## config.mk

```make
export PLATFORM = sky130hd
export DESIGN_NAME = ssi_top
export DESIGN_NICKNAME = d
export VERILOG_FILES = /design/src/logic/ssi_pkg.sv /design/src/logic/ssi_sync.sv /design/src/logic/ssi_top.sv
export SDC_FILE = /design/constraint.sdc
export NUM_CORES = 1
export LEC_CHECK = 0
export ABC_CLOCK_PERIOD_IN_PS = 4000
export BUFFER_PORTS_ARGS = -buffer_cell sky130_fd_sc_hd__buf_2
export CORE_MARGIN = 2
export CORE_UTILIZATION = 53
export CTS_BUF_LIST = sky130_fd_sc_hd__clkbuf_8
export CTS_CLUSTER_DIAMETER = 50
export CTS_CLUSTER_SIZE = 28
export DETAILED_ROUTE_END_ITERATION = 10
export GPL_ROUTABILITY_DRIVEN = 0
export GPL_TIMING_DRIVEN = 0
export PLACE_DENSITY = 0.83
export SLEW_MARGIN = 20
export SYNTH_ARGS = -nofsm -noshare
export SYNTH_HDL_FRONTEND = slang
export SYNTH_SLANG_ARGS = --single-unit
```

## constraint.sdc

```tcl
create_clock -name clk -period 4 [get_ports clk]
set_clock_uncertainty 0.2 [all_clocks]
set_input_delay 0.6 -clock clk [delete_from_list [all_inputs] [get_ports clk]]
set_output_delay 0.6 -clock clk [all_outputs]
set_load 0.02 [all_outputs]
```

## src/logic/ssi_pkg.sv

```systemverilog
// shared constants and types for the supply switchover and supply interrupt block
package ssi_pkg;

  // register offsets on the special function register port
  localparam logic [7:0] SSI_ADDR_CORE_IRQ_EN2 = 8'hA9;
  localparam logic [7:0] SSI_ADDR_CONV_START = 8'hD8;
  localparam logic [7:0] SSI_ADDR_SUPPLY_IRQ_EN = 8'hEC;
  localparam logic [7:0] SSI_ADDR_PERIPHERAL_CONFIG_CFG = 8'hF4;
  localparam logic [7:0] SSI_ADDR_SWITCHOVER_CFG = 8'hF5;
  localparam logic [7:0] SSI_ADDR_SUPPLY_IRQ_FLAGS = 8'hF8;
  localparam logic [7:0] SSI_ADDR_BAT_THRESHOLD = 8'hFA;
  localparam logic [7:0] SSI_ADDR_IRQ_PIN_CFG = 8'hFF;

  // field positions
  localparam int SSI_BIT_CORE_EN = 1;
  localparam int SSI_BIT_SRC_IND = 6;
  localparam int SSI_SRC_SEL_LSB = 0;
  localparam int SSI_PIN1_LSB = 1;

  // switchover source select codes
  localparam logic [1:0] SSI_SRC_MAIN_ONLY = 2'h0;
  localparam logic [1:0] SSI_SRC_DC_INPUT = 2'h1;
  // irq pin one setup low two bits that enable the battery control pin
  localparam logic [1:0] SSI_PIN1_BATTERY_CTRL = 2'h1;

  // values after reset
  localparam logic [7:0] SSI_RST_CORE_IRQ_EN2 = 8'h00;
  localparam logic [7:0] SSI_RST_SUPPLY_IRQ_EN = 8'h00;
  localparam logic [7:0] SSI_RST_PERIPHERAL_CONFIG_CFG = 8'h00;
  localparam logic [7:0] SSI_RST_SWITCHOVER_CFG = 8'h00;
  localparam logic [7:0] SSI_RST_SUPPLY_IRQ_FLAGS = 8'h00;
  localparam logic [7:0] SSI_RST_BAT_THRESHOLD = 8'h00;
  localparam logic [7:0] SSI_RST_IRQ_PIN_CFG = 8'h00;

  // implemented bits of the enable and flag registers
  localparam logic [7:0] SSI_EVENT_BITS = 8'hAF;
  // sources missing on the reduced-feature variant
  localparam logic [7:0] SSI_MONITOR_BITS = 8'h0D;

  // restore qualification time and its cycle count at 125 MHz
  localparam int unsigned SSI_CLK_FREQ_KHZ = 125_000;
  localparam int unsigned SSI_QUAL_TIME_MS = 130;
  localparam int unsigned SSI_QUAL_CYCLES_DEF = SSI_QUAL_TIME_MS * SSI_CLK_FREQ_KHZ;

  // supply event flags, same layout for enable and flag registers
  typedef struct packed {
    logic restore;
    logic summary;
    logic line_dip;
    logic rsvd4;
    logic dc_delta;
    logic bat_mon;
    logic switchover;
    logic dc_low;
  } ssi_events_s;

  // register port request from the core
  typedef struct packed {
    logic wr;
    logic rd;
    logic [7:0] addr;
    logic [7:0] wdata;
  } ssi_sfr_req_s;

  // analog front end events, synchronous to clk
  typedef struct packed {
    logic line_dip;
    logic dc_delta;
    logic dc_ready;
    logic bat_valid;
    logic [7:0] bat_result;
  } ssi_adc_s;

  typedef enum logic [1:0] {
    SSI_ON_MAIN,
    SSI_ON_BATTERY,
    SSI_QUALIFY
  } ssi_state_e;

endpackage

```

## src/logic/ssi_sync.sv

```systemverilog
// two-flop synchroniser for a group of asynchronous levels
`timescale 1ns/1ps
module ssi_sync #(
  parameter int WIDTH = 1,
  parameter logic [WIDTH-1:0] INIT = '0
) (
  // clock and reset
  input wire logic clk,
  input wire logic rst_n,
  // levels
  input wire logic [WIDTH-1:0] d,
  output logic [WIDTH-1:0] q
);
  logic [WIDTH-1:0] meta_r;

  always_ff @(posedge clk or negedge rst_n) begin
    if (!rst_n) begin
      meta_r <= INIT;
      q <= INIT;
    end else begin
      meta_r <= d;
      q <= meta_r;
    end
  end
endmodule

```

## src/logic/ssi_top.sv

```systemverilog
// supply source switchover control and shared supply event interrupt
`timescale 1ns/1ps
// How it works
// select 01: dc input below 1.2 V moves supply to battery.
// select 00: only main supply comparator at 2.75 V decides switchover.
// pin setup X01: battery control pin falling edge forces battery anytime; the code ignores the edge while select is 1x.
// return to main only when all enabled restore conditions hold; the code returns to main at once when select is set to 1x.
// dc input switchover enabled: restore also needs dc input above 1.2 V.
// battery control pin enabled: restore also needs that pin high.
// restore waits about 130 ms of qualified conditions before switching.
// shared interrupt masked after reset, gated by core-level enable bit.
// per-source enable bits choose which latched flags reach the interrupt.
// switchover and restore flags set regardless of enables, cleared by 0.
// main to battery sets switchover flag; interrupt only when enabled.
// battery to main sets restore flag; interrupt only when enabled.
// source indicator bit 6 reads 1 on main, 0 on battery.
// dc input delta event sets its flag; enable gates the interrupt.
// software write starts a conversion; result ready sets delta flag.
// battery result ready or below threshold sets battery flag.
// dc input below 1.2 V sets its flag; enable gates interrupt.
// reduced variant lacks delta, battery and dc input comparator sources.
// line dip event sets its flag; enable gates the interrupt.
// interrupt is core enable and OR of flags anded with enables.
// comparators and pin synchronised before edge detection and flag setting.
module ssi_top import ssi_pkg::*; #(
  parameter int unsigned QUAL_CYCLES = SSI_QUAL_CYCLES_DEF,
  parameter bit HAS_MONITORS = 1'b1
) (
  // clock and reset
  input wire logic clk,
  input wire logic resetn,
  // special function register port
  input wire ssi_sfr_req_s sfr_req,
  output logic [7:0] sfr_rdata_r,
  // comparators and battery control pin, asynchronous
  input wire logic main_above_th,
  input wire logic dc_above_th,
  input wire logic battery_control_pin,
  // monitor converters and line dip detector
  input wire ssi_adc_s adc_in,
  output logic conv_start_r,
  // supply switch and core interrupt
  output logic supply_on_main_r,
  output logic supply_irq_r
);
  // qualify counter wide enough for the full wait
  localparam int QW = $clog2(QUAL_CYCLES + 1);
  // count at which the wait ends
  localparam logic [QW-1:0] QUAL_LAST = QW'(QUAL_CYCLES - 1);
  localparam logic [7:0] FLAG_MASK = HAS_MONITORS ? SSI_EVENT_BITS : (SSI_EVENT_BITS & ~SSI_MONITOR_BITS);

  // reset release through two flops
  // assertion is immediate; removal is aligned to clk
  logic [1:0] rst_pipe_r;
  logic rst_n;

  always_ff @(posedge clk or negedge resetn) begin
    if (!resetn) begin
      rst_pipe_r <= 2'h0;
    end else begin
      rst_pipe_r <= {rst_pipe_r[0], 1'b1};
    end
  end
  assign rst_n = rst_pipe_r[1];

  // synchronised comparator and pin levels
  // reset value 1 reads as supply good and pin idle high,
  // so no trip and no false pin edge follow reset
  logic main_ok;
  logic dc_ok;
  logic pin_hi;
  logic pin_hi_d_r;

  ssi_sync #(
    .WIDTH(3),
    .INIT(3'h7)
  ) u_sync (
    .clk(clk),
    .rst_n(rst_n),
    .d({main_above_th, dc_above_th, battery_control_pin}),
    .q({main_ok, dc_ok, pin_hi})
  );

  // previous pin level for falling-edge detection
  always_ff @(posedge clk or negedge rst_n) begin
    if (!rst_n) begin
      pin_hi_d_r <= 1'b1;
    end else begin
      pin_hi_d_r <= pin_hi;
    end
  end

  // registers
  logic [7:0] core_en2_r;
  logic [7:0] supply_en_r;
  logic [7:0] peripheral_config_r;
  logic [7:0] switch_cfg_r;
  ssi_events_s flags_r;
  logic [7:0] bat_thr_r;
  logic [7:0] pin_cfg_r;

  // write decode
  // a strobe to an unmapped address changes nothing
  wire wr_core_en2 = sfr_req.wr && (sfr_req.addr == SSI_ADDR_CORE_IRQ_EN2);
  wire wr_supply_en = sfr_req.wr && (sfr_req.addr == SSI_ADDR_SUPPLY_IRQ_EN);
  wire wr_peripheral_config = sfr_req.wr && (sfr_req.addr == SSI_ADDR_PERIPHERAL_CONFIG_CFG);
  wire wr_switch_cfg = sfr_req.wr && (sfr_req.addr == SSI_ADDR_SWITCHOVER_CFG);
  wire wr_flags = sfr_req.wr && (sfr_req.addr == SSI_ADDR_SUPPLY_IRQ_FLAGS);
  wire wr_bat_thr = sfr_req.wr && (sfr_req.addr == SSI_ADDR_BAT_THRESHOLD);
  wire wr_pin_cfg = sfr_req.wr && (sfr_req.addr == SSI_ADDR_IRQ_PIN_CFG);
  wire wr_conv = sfr_req.wr && (sfr_req.addr == SSI_ADDR_CONV_START);

  // configuration fields
  // select 1x turns switchover off; pin setup X01 needs only bits 2:1
  wire [1:0] src_sel = switch_cfg_r[SSI_SRC_SEL_LSB +: 2];
  wire switch_off = src_sel[1];
  wire dc_sel = (src_sel == SSI_SRC_DC_INPUT);
  wire main_sel = (src_sel == SSI_SRC_MAIN_ONLY);
  wire pin_en = (pin_cfg_r[SSI_PIN1_LSB +: 2] == SSI_PIN1_BATTERY_CTRL);
  wire core_en = core_en2_r[SSI_BIT_CORE_EN];

  // switchover and restore conditions
  // select 01 trips on dc input or main low
  // a pin edge is ignored while switchover is off
  wire pin_fall = pin_en && pin_hi_d_r && !pin_hi;
  wire main_low_trip = (main_sel || dc_sel) && !main_ok;
  wire dc_low_trip = dc_sel && !dc_ok;
  wire go_battery = !switch_off && (main_low_trip || dc_low_trip || pin_fall);
  wire restore_main = main_ok;
  wire restore_dc = !dc_sel || (dc_ok && main_ok);
  wire restore_pin = !pin_en || pin_hi;
  wire restore_ok = switch_off || (restore_main && restore_dc && restore_pin);

  // supply source state machine
  // the wait counts edges with every restore condition held
  // any lost restore condition during the wait starts it over
  ssi_state_e state_r;
  ssi_state_e state_nxt;
  logic [QW-1:0] qual_cnt_r;
  logic [QW-1:0] qual_cnt_nxt;

  always_comb begin
    state_nxt = state_r;
    qual_cnt_nxt = qual_cnt_r;
    case (state_r)
      SSI_ON_MAIN: begin
        if (go_battery) begin
          state_nxt = SSI_ON_BATTERY;
        end
      end
      SSI_ON_BATTERY: begin
        // no restore while a trip condition is still present
        qual_cnt_nxt = '0;
        if (switch_off) begin
          state_nxt = SSI_ON_MAIN;
        end else if (restore_ok && !go_battery) begin
          state_nxt = SSI_QUALIFY;
        end
      end
      SSI_QUALIFY: begin
        if (switch_off) begin
          state_nxt = SSI_ON_MAIN;
        end else if (!restore_ok || go_battery) begin
          state_nxt = SSI_ON_BATTERY;
        end else if (qual_cnt_r == QUAL_LAST) begin
          state_nxt = SSI_ON_MAIN;
        end else begin
          qual_cnt_nxt = qual_cnt_r + QW'(1);
        end
      end
      default: begin
        state_nxt = SSI_ON_MAIN;
        qual_cnt_nxt = '0;
      end
    endcase
  end

  always_ff @(posedge clk or negedge rst_n) begin
    if (!rst_n) begin
      state_r <= SSI_ON_MAIN;
      qual_cnt_r <= '0;
    end else begin
      state_r <= state_nxt;
      qual_cnt_r <= qual_cnt_nxt;
    end
  end

  // source change events
  // edges follow the registered source, so each change is seen once
  wire on_main_nxt = (state_nxt == SSI_ON_MAIN);
  wire to_battery = supply_on_main_r && !on_main_nxt;
  wire to_main = !supply_on_main_r && on_main_nxt;

  // flag set and clear; a set in the clearing cycle wins
  // the summary bit is never stored; it is rebuilt on read
  ssi_events_s flag_set;
  ssi_events_s flags_nxt;
  ssi_events_s en_s;
  logic [7:0] flag_clr;
  logic [7:0] pending;

  always_comb begin
    flag_set = '0;
    flag_set.switchover = to_battery;
    flag_set.restore = to_main;
    flag_set.line_dip = adc_in.line_dip;
    flag_set.dc_delta = adc_in.dc_delta || adc_in.dc_ready;
    // a fresh result covers the below-threshold case as well
    flag_set.bat_mon = adc_in.bat_valid || (adc_in.bat_valid && (adc_in.bat_result < bat_thr_r));
    // re-set every cycle while the input stays low
    flag_set.dc_low = !dc_ok;
  end

  // writing 0 clears a flag, writing 1 keeps it
  assign flag_clr = wr_flags ? ~sfr_req.wdata : 8'h00;
  assign flags_nxt = ((flags_r & ~flag_clr) | flag_set) & FLAG_MASK;
  assign en_s = supply_en_r & FLAG_MASK;
  assign pending = flags_r & en_s;

  always_ff @(posedge clk or negedge rst_n) begin
    if (!rst_n) begin
      flags_r <= SSI_RST_SUPPLY_IRQ_FLAGS;
    end else begin
      flags_r <= flags_nxt;
    end
  end

  // software written registers
  // enables of missing sources stay zero on the reduced variant
  always_ff @(posedge clk or negedge rst_n) begin
    if (!rst_n) begin
      core_en2_r <= SSI_RST_CORE_IRQ_EN2;
      supply_en_r <= SSI_RST_SUPPLY_IRQ_EN;
      peripheral_config_r <= SSI_RST_PERIPHERAL_CONFIG_CFG;
      switch_cfg_r <= SSI_RST_SWITCHOVER_CFG;
      bat_thr_r <= SSI_RST_BAT_THRESHOLD;
      pin_cfg_r <= SSI_RST_IRQ_PIN_CFG;
    end else begin
      if (wr_core_en2) begin
        core_en2_r <= sfr_req.wdata;
      end
      if (wr_supply_en) begin
        supply_en_r <= sfr_req.wdata & FLAG_MASK;
      end
      if (wr_peripheral_config) begin
        peripheral_config_r <= sfr_req.wdata;
      end
      if (wr_switch_cfg) begin
        switch_cfg_r <= sfr_req.wdata;
      end
      if (wr_bat_thr) begin
        bat_thr_r <= sfr_req.wdata;
      end
      if (wr_pin_cfg) begin
        pin_cfg_r <= sfr_req.wdata;
      end
    end
  end

  // read data, registered one cycle after the strobe
  // a read and a write in one cycle return the old value
  logic [7:0] peripheral_config_view;
  ssi_events_s flags_view;
  logic [7:0] rdata_nxt;

  always_comb begin
    peripheral_config_view = peripheral_config_r;
    peripheral_config_view[SSI_BIT_SRC_IND] = supply_on_main_r;
    flags_view = flags_r;
    flags_view.summary = |pending;
  end

  always_comb begin
    case (sfr_req.addr)
      SSI_ADDR_CORE_IRQ_EN2: rdata_nxt = core_en2_r;
      SSI_ADDR_SUPPLY_IRQ_EN: rdata_nxt = supply_en_r;
      SSI_ADDR_PERIPHERAL_CONFIG_CFG: rdata_nxt = peripheral_config_view;
      SSI_ADDR_SWITCHOVER_CFG: rdata_nxt = switch_cfg_r;
      SSI_ADDR_SUPPLY_IRQ_FLAGS: rdata_nxt = flags_view;
      SSI_ADDR_BAT_THRESHOLD: rdata_nxt = bat_thr_r;
      SSI_ADDR_IRQ_PIN_CFG: rdata_nxt = pin_cfg_r;
      default: rdata_nxt = 8'h00;
    endcase
  end

  // outputs
  // every output is a flop; the interrupt lags the flags by one edge
  always_ff @(posedge clk or negedge rst_n) begin
    if (!rst_n) begin
      sfr_rdata_r <= 8'h00;
      conv_start_r <= 1'b0;
      supply_on_main_r <= 1'b1;
      supply_irq_r <= 1'b0;
    end else begin
      if (sfr_req.rd) begin
        sfr_rdata_r <= rdata_nxt;
      end
      conv_start_r <= wr_conv;
      supply_on_main_r <= on_main_nxt;
      supply_irq_r <= core_en && (|pending);
    end
  end
endmodule

```

=== Yosys cells after proc, flatten, opt, wreduce, memory -nomap -nowiden ===
Index checks and enable logic that the tools add are counted.

* Bits in registers: 98
* Input bits: 35
* Output and inout port bits: 11
* Word-level logic and storage cells: 104

* $add $sub $neg: 1
* Order comparisons: 1
* Equality and inequality tests: 16
* Multiplexer cells: 13
* Bitwise operators: 6
* Reduce and logical (&&, ||, !) cells: 45

{| class="wikitable"
|+ Operator list
! cell !! count
|-
| $mux W24 || 3
|-
| $eq A8 B8 Y1 const B || 8
|-
| $pmux W8 S7 || 1
|-
| $pmux W24 S2 || 1
|-
| $add A24 B1 Y24 const B || 1
|-
| $eq A24 B24 Y1 const B || 1
|-
| $logic_and A1 B1 Y1 || 21
|-
| $and A8 B8 Y8 || 2
|-
| $not A8 Y8 || 2
|-
| $mux W2 || 6
|-
| $logic_not A1 Y1 || 10
|-
| $logic_or A1 B1 Y1 || 9
|-
| $lt A8 B8 Y1 || 1
|-
| $mux W8 || 1
|-
| $or A8 B8 Y8 || 1
|-
| $reduce_or A8 Y1 || 1
|-
| $eq A2 B1 Y1 const B || 3
|-
| $logic_not A2 Y1 || 3
|-
| $ne A2 B2 Y1 const B || 3
|-
| $pmux W2 S3 || 1
|-
| $reduce_and A4 Y1 || 1
|-
| $eq A2 B2 Y1 const B || 1
|-
| $not A1 Y1 || 1
|}

=== Logic depth before layout (Yosys ltp) ===
Gate-level depths: netlist of run 1.

* Depth after elaboration: 15
* Gate-level depth with buffers: 8
* Mapped depth without buffers: 6

=== Hierarchy ===
Synthesis of run 1 repeated with hierarchy kept, for this count alone.

* Cells, all modules: 395
* Area, all modules: 4535.6 µm²

{| class="wikitable"
|+ By module, submodules not included
! module !! instances !! cells each !! area each (µm²) !! sequential area each (µm²)
|-
| ssi_top || 1 || 389 || 4377.9 || 2279.7
|-
| ssi_sync || 1 || 6 || 157.7 || 157.7
|}

=== Least setup slack after synthesis of run 1 ===
No wires, ideal clock.

* Path type: input-to-reg
* From: in sfr_req[10] (netlist name)
* To: reg core_en2_r[0]
* Library setup time: 128 ps
* Data arrival time: 1990 ps
* Required time: 3672 ps
* Setup slack: 1683 ps
* Stages: 5
* Path buffers: 1
* Cells stage by stage: clkbuf_1 > nand4bb_1 > nor3_2 > nand2_1 > mux2_1

* Longest elaborated chain between the ends: 2

{| class="wikitable"
|+ RTL lines
! item !! line !! RTL
|-
| start, declared || ssi_top.sv:33 || <nowiki>input wire ssi_sfr_req_s sfr_req,</nowiki>
|-
| $eq A8 B8 Y1 || ssi_top.sv:104 || <nowiki>wire wr_core_en2 = sfr_req.wr && (sfr_req.addr == SSI_ADDR_CORE_IRQ_EN2);</nowiki>
|-
| $logic_and A1 B1 Y1 || ssi_top.sv:104 ||
|-
| end signal, assigned || ssi_top.sv:240 || <nowiki>core_en2_r <= sfr_req.wdata;</nowiki>
|-
| end, declared || ssi_top.sv:94 || <nowiki>logic [7:0] core_en2_r;</nowiki>
|}

Every way passes these cells.
A chain may end at the register's enable or synchronous reset.

=== Worst setup path after layout of run 1 ===
* From: in sfr_req[10] (netlist name)
* To: reg pin_cfg_r[2]

* Longest elaborated chain between the ends: 2

{| class="wikitable"
|+ RTL lines
! item !! line !! RTL
|-
| $eq A8 B8 Y1 || ssi_top.sv:110 || <nowiki>wire wr_pin_cfg = sfr_req.wr && (sfr_req.addr == SSI_ADDR_IRQ_PIN_CFG);</nowiki>
|-
| $logic_and A1 B1 Y1 || ssi_top.sv:110 ||
|-
| end signal, assigned || ssi_top.sv:255 || <nowiki>pin_cfg_r <= sfr_req.wdata;</nowiki>
|-
| end, declared || ssi_top.sv:100 || <nowiki>logic [7:0] pin_cfg_r;</nowiki>
|}

Every way passes these cells.

==> flow_summary.ini, run 1 <==
[outcome]
status = completed

[critical_path]
r2r_cells = 6
start_kind = primary input
cp.required_ps = 4050
critPathCaptureType = register
r2r_slack_ps = 1550
crit_arrival_ps = 2670
crit_start = sfr_req[10]
r2r_end = qual_cnt_r[23]
cp_max_fo = 8
r2r_start = pin_cfg_r[1]
crit_type = in -> reg

[place]
port_buffers = 33
pre_cts_ws_ps = 1080
hpwl_um = 6670

[route]
drc = 0
vias = 3374
wl_per_cell_um = 18.3
dr.pass1.iters = 4
routed_wl_um = 9870
drt-vias-per-instance = 6.27
ant_nets = 0
drt_iter0_drc = 207

[global_route]
grt_pass1_vias = 3295
overflow = 0
grt_max_degree = 52
grt.total_usage = 0.227
grt_antenna_before_repair = 0
grt_first_pass_wirelength_um = 16100

[yosys]
async_flop_share = 1.00
avgSynthCellArea_sq_um = 11.9
syn-num-nets = 418
yosys_warnings = 0
synth_edf_count = 0
syn_area_sq_um = 4530
synth_cells = 382
synth.distinct_cells = 62
synth-main-ff-cell = dfrtp_1
ys_seq_elements = 97
yosysSeqAreaShare = 0.538

[layout]
nets = 464
drive_gt1_frac = 0.268
n_antenna_cell = 0
area_delta_synth_final_pct = 12.0

[cts]
cts-root-buf = clkbuf_8
cts_tree = built
cts_buffers = 9
worstSkewPairLatency_ps = 370
clock-sinks = 97
cts.path.max_buffers = 2
cts-htree-levels = 3
clk_pin_slew_ps = 100

[die]
die_area_sq_um = 9300
die_w_um = 96.4
ios = 46
core_area_sq_um = 8260
start_util = 0.548
rows = 33
fp.dieH_um = 96.4

[timing]
finalHoldViolCount = 0
clock.fmax_ghz = 0.381
max_slew.worst_pin.slew_ps = 924
rsz0062_at_grt = false
finalWorstSetupSlack_ps = 1380
setup-tns-final_ps = 0
finalCriticalPeriod_ps = 2620
maxSlewViolCount = 0
finalCritPeriodShare = 0.656
finalSetupViolCount = 0
relSlewSlack = 0.379

[job]
drv_cap = 0

[hold_path]
min_path_type = reg -> async

[pwr]
leakagePower_uw = 0.00217
vdd_ir_drop_max_v = 0.000243
power.density_nw_per_um2 = 366
==> registers in the layout, indices dropped and copies added, names as in the netlist, 2 cells and up <==
| register | count |
|---|---|
| qual_cnt_r | 24 |
| bat_thr_r | 8 |
| core_en2_r | 8 |
| pin_cfg_r | 8 |
| sfr_rdata_r | 8 |
| switch_cfg_r | 8 |
| peripheral_config_r | 7 |
| flags_r | 6 |
| supply_en_r | 6 |
| u_sync.meta_r | 3 |
| u_sync.q | 3 |
| rst_pipe_r | 2 |
| state_r | 2 |
==> synthesized netlist by cell type, drive strengths merged, types with 7 or more instances <==
library cell,n,area share
a21oi,21,0.027
a221oi,8,0.015
a22oi,9,0.015
buf,9,0.012
dfrtp,89,0.49
dfstp,8,0.046
inv,7,0.0058
mux2,53,0.13
nand2,14,0.012
nand3,14,0.015
nand4,7,0.0097
nor2,24,0.020
o21ai,20,0.022
o31ai,9,0.015
or3,10,0.014
or4,8,0.013
==> cell usage in the layout (no fill, tap or decap), types with 3 or more instances in the layout <==
master | netlist | final
nor4_1 | 4 | 4
and3_1 | 3 | 3
o21ai_0 | 8 | 8
a31oi_1 | 6 | 6
nor3_2 | 3 | 3
o21ai_1 | 12 | 12
nand3b_1 | 3 | 3
buf_2 | 3 | 36
mux2_1 | 16 | 16
a21oi_2 | 4 | 4
mux2_2 | 35 | 35
a21oi_1 | 17 | 17
clkbuf_1 | 6 | 6
inv_1 | 5 | 5
a22o_1 | 6 | 6
nand3_1 | 14 | 14
dfrtp_1 | 89 | 88
a22oi_1 | 9 | 9
nor2b_1 | 3 | 3
buf_1 | 3 | 3
nand4_1 | 7 | 7
nand2b_1 | 3 | 3
clkbuf_8 | 0 | 9
dfstp_2 | 8 | 8
or3_1 | 10 | 10
nor2_1 | 24 | 24
nand2_1 | 14 | 14
o31ai_1 | 9 | 9
a221oi_1 | 8 | 8
or4_1 | 8 | 8
==> area by class of cell <==
type / count / area (sq um)
clock inverter: 7 / 83.8
timing repair buffer: 35 / 203
clock buffer: 9 / 124
buffer: 15 / 78.8
multi-input combinational: 262 / 1980
fill: 679 / 3180
sequential: 97 / 2440
tap: 105 / 131
inverter: 8 / 30.0
==> worst max-delay path by stage <==
stage                          to  slack, ps  cells after the start
finish               pin_cfg_r[2]       1380                      5
global route         pin_cfg_r[7]       1350                      5
floorplan            bat_thr_r[0]        910                      0
global placement    core_en2_r[6]         30                      0
detailed placement   pin_cfg_r[6]       1080                      5
CTS                  pin_cfg_r[2]       1470                      5
==> per-layer routing <==
metal  wire, um  up-vias  global-route usage
met5          0        -                   0
met4        176        0              0.0833
met3        506       17              0.0450
met2       4710       85               0.346
met1       4470     1731               0.325
li1           -     1541                   -
==> critical path, stage by stage <==
cell and delay [ps]:
clkbuf_1 330, nand3_1 210, nor2_1 610, nand2_1 510
mux2_2 410
==> logic make-up after synthesis <==
kind of cell | Yosys count | synth area share
AOI/OAI and AO/OA | 91 | 0.141
muxes | 54 | 0.136
adders and majority gates | 1 | 0.00276
xor gates and xnor gates | 4 | 0.00774
and+or+nand+nor | 111 | 0.149
DFF | 97 | 0.538
buffers and inverters | 23 | 0.0240
other | 1 | 0.000828
==> power by group <==
part | switching [uW] | internal [uW] | leakage, uW
logic | 82.3 | 57.3 | 0.000801
registers | 34.8 | 1020 | 0.00127
clock network | 362 | 300 | 0.000102
total | 479 | 1380 | 0.00217
==> metrics by stage <==
stage	area, sq um	cells	hold WS (ps)	total power (uW)	utilization
2_1_floorplan	4530	382	104	1150	-
3_3_place_gp	4820	520	137	1200	0.584
3_5_place_dp	4860	521	137	1210	0.588
4_1_cts	5070	538	122	1860	0.614
5_1_grt	5070	538	122	1930	0.614
6_report	5070	538	131	1860	0.614
==> repair_timing <==
action,4_1_cts,5_1_grt
resized for setup,0,0
hold buffers,1,0
setup buffers,0,0
endpoints found under the hold margin,2,0
Note: power is estimated with default switching activity, not from simulation.
==> run 2: changes to the inputs <==
Settings changed: ABC_CLOCK_PERIOD_IN_PS 4000 to 2400, PLACE_DENSITY 0.83 to 0.86.
Clock period 4 ns to 2.4 ns, I/O delays scaled along.
==> run 2 against run 1 <==
  * Core utilization is 2.0 points higher
  * Register-to-register slack worse by 1500 ps
  * Clock power rose by 69%
  * Setup slack lost 1300 ps
  * Sequential share of layout area decreased by 1.5 points
  * Critical path type is now reg -> reg
  * Highest routed layer unchanged
==> flow_summary.ini, run 2 (synthesis results as in run 1) <==
[timing]
clock.fmax_ghz = 0.432
finalCriticalPeriod_ps = 2320
finalSetupViolCount = 0
rsz0062_at_grt = true
relSlewSlack = 0.524
max_slew.worst_pin.slew_ps = 710
finalCritPeriodShare = 0.965
maxSlewViolCount = 0
finalHoldViolCount = 0
finalWorstSetupSlack_ps = 85.0

[layout]
fin_util = 0.634
nets = 476
fillCellCount = 609
drive_gt1_frac = 0.285
area_delta_synth_final_pct = 15.7
mostFrequentLayoutCell = dfrtp_1
regMostFlops = qual_cnt_r
fin_cells = 550
largest_reg_flops = 24
n_antenna_cell = 0
layout_common_cells = 87 x dfrtp_1, 35 x buf_2, 35 x mux2_2, 22 x nor2_1, 17 x a21oi_1

[global_route]
grt_pass1_vias = 3277
grt_max_degree = 56
grt.total_usage = 0.229
grt_first_pass_wirelength_um = 16000
grt_antenna_before_repair = 0
overflow = 0

[critical_path]
cp.required_ps = 2500
slowest_stage = or4_1
critPathCaptureType = register
critPathMaxStageDelay_ps = 570
crit_arrival_ps = 2420
start_kind = register
cp_cell_sequence = nand2b_1 > nor4b_4 > buf_6 > o2111ai_2 > or4_1 > a21oi_2
crit_type = reg -> reg
cp_max_fo = 6

[cts]
clk_pin_slew_ps = 110
cts.path.max_buffers = 2
worstSkewPairLatency_ps = 370
cts_tree = built
cts-root-buf = clkbuf_8
cts-htree-levels = 3
cts_buffers = 9
clock-sinks = 97

[hold_path]
min_path_type = in -> reg

[place]
hpwl_um = 6670
pre_cts_ws_ps = -315
port_buffers = 33
dpl.cell_count = 521

[pwr]
vdd_ir_drop_max_v = 0.000342
sw_frac_of_total = 0.263
comb_power_share = 0.080
power.density_nw_per_um2 = 599
p_seq_frac = 0.561
switchingPower_uw = 823
leakagePower_uw = 0.00223
p_clk_frac = 0.359
p_int_uw = 2310

[route]
vias = 3466
dr.pass1.iters = 4
drt-vias-per-instance = 6.30
routed_wl_um = 10200
ant_nets = 0
wl_per_cell_um = 18.6
drt_iter0_drc = 232
drc = 0

[outcome]
status = completed

[job]
drv_cap = 0

[die]
fp.dieH_um = 96.4
core_area_sq_um = 8260
start_util = 0.548
ios = 46
die_w_um = 96.4
rows = 33
die_area_sq_um = 9300
## run 2: changes by cell type in the layout (fill, tap and decap cells not counted), sizes merged
cell	delta
o2111ai	+1
dlygate4sd3	+7
buf	+4
## run 2: what timing repair did
action,4_1_cts,5_1_grt
gates resized for setup,1,12
hold buffers,8,0
endpoints found under the hold margin,8,0
pin swaps,2,3
endpoints found under the setup margin,11,23
setup buffers,1,2
cloned,0,2
## run 2: worst paths after layout
path,start,cells after the start,slack [ps],endpoint
max reg2reg,u_sync.q[2],6,80,qual_cnt_r[10]
min,sfr_req[6],2,30,bat_thr_r[6]
max in group asynchronous,rst_pipe_r[1],1,1200,supply_on_main_r
min reg2reg,rst_pipe_r[1],0,110,qual_cnt_r[21]
min in group asynchronous,resetn,2,100,rst_pipe_r[1]
max,u_sync.q[2],6,80,qual_cnt_r[10]
## run 2: cell type report
| cell class | count | area [sq um] | area share |
|---|---|---|---|
| clock buffers | 9 | 124 | 0.0237 |
| clock inverters | 7 | 86.3 | 0.0165 |
| multi-input cells | 263 | 2030 | 0.387 |
| repair buffers | 46 | 307 | 0.0585 |
| plain buffers | 15 | 88.8 | 0.0170 |
| well taps | 105 | 131 | 0.0251 |
| inverters | 8 | 30.0 | 0.00573 |
| flip-flops and latches | 97 | 2440 | 0.466 |
## run 2: through the flow
stage	power [uW]	hold slack (ps)	setup TNS, ps	instance area, sq um
after detailed placement	2020	-53.5	-5810	4860
after CTS	3140	25.7	0	5160
final	3130	32.6	0	5240
after global routing	3270	32.1	-16.8	5240
after global placement	2000	-55.8	-3710	4830
after floorplan	1920	-136	0	4530
## run 2: power by group through the flow
stage                     Clock, uW  Sequential [uW]  Combinational [uW]
final                          1120             1760                 251
after global routing           1220             1770                 276
after CTS                      1130             1760                 247
after detailed placement          0             1790                 234
after global placement            0             1800                 201
after floorplan                   0             1800                 121
## run 2: per-layer routing
layer | global-route usage | wire length, um | vias up
met5 | 0 | 0 | -
met4 | 0.0939 | 173 | 0
met3 | 0.0473 | 509 | 18
met2 | 0.350 | 4890 | 108
met1 | 0.321 | 4640 | 1766
li1 | - | - | 1574
## run 2: worst max-delay path: cells and delay by family, from the launching register on
family / cells / cell delay [ps]
AND/OR/NAND/NOR: 3 / 990
buffers and inverters: 1 / 170
AO/OA/AOI/OAI: 2 / 350
flip-flops: 1 / 540
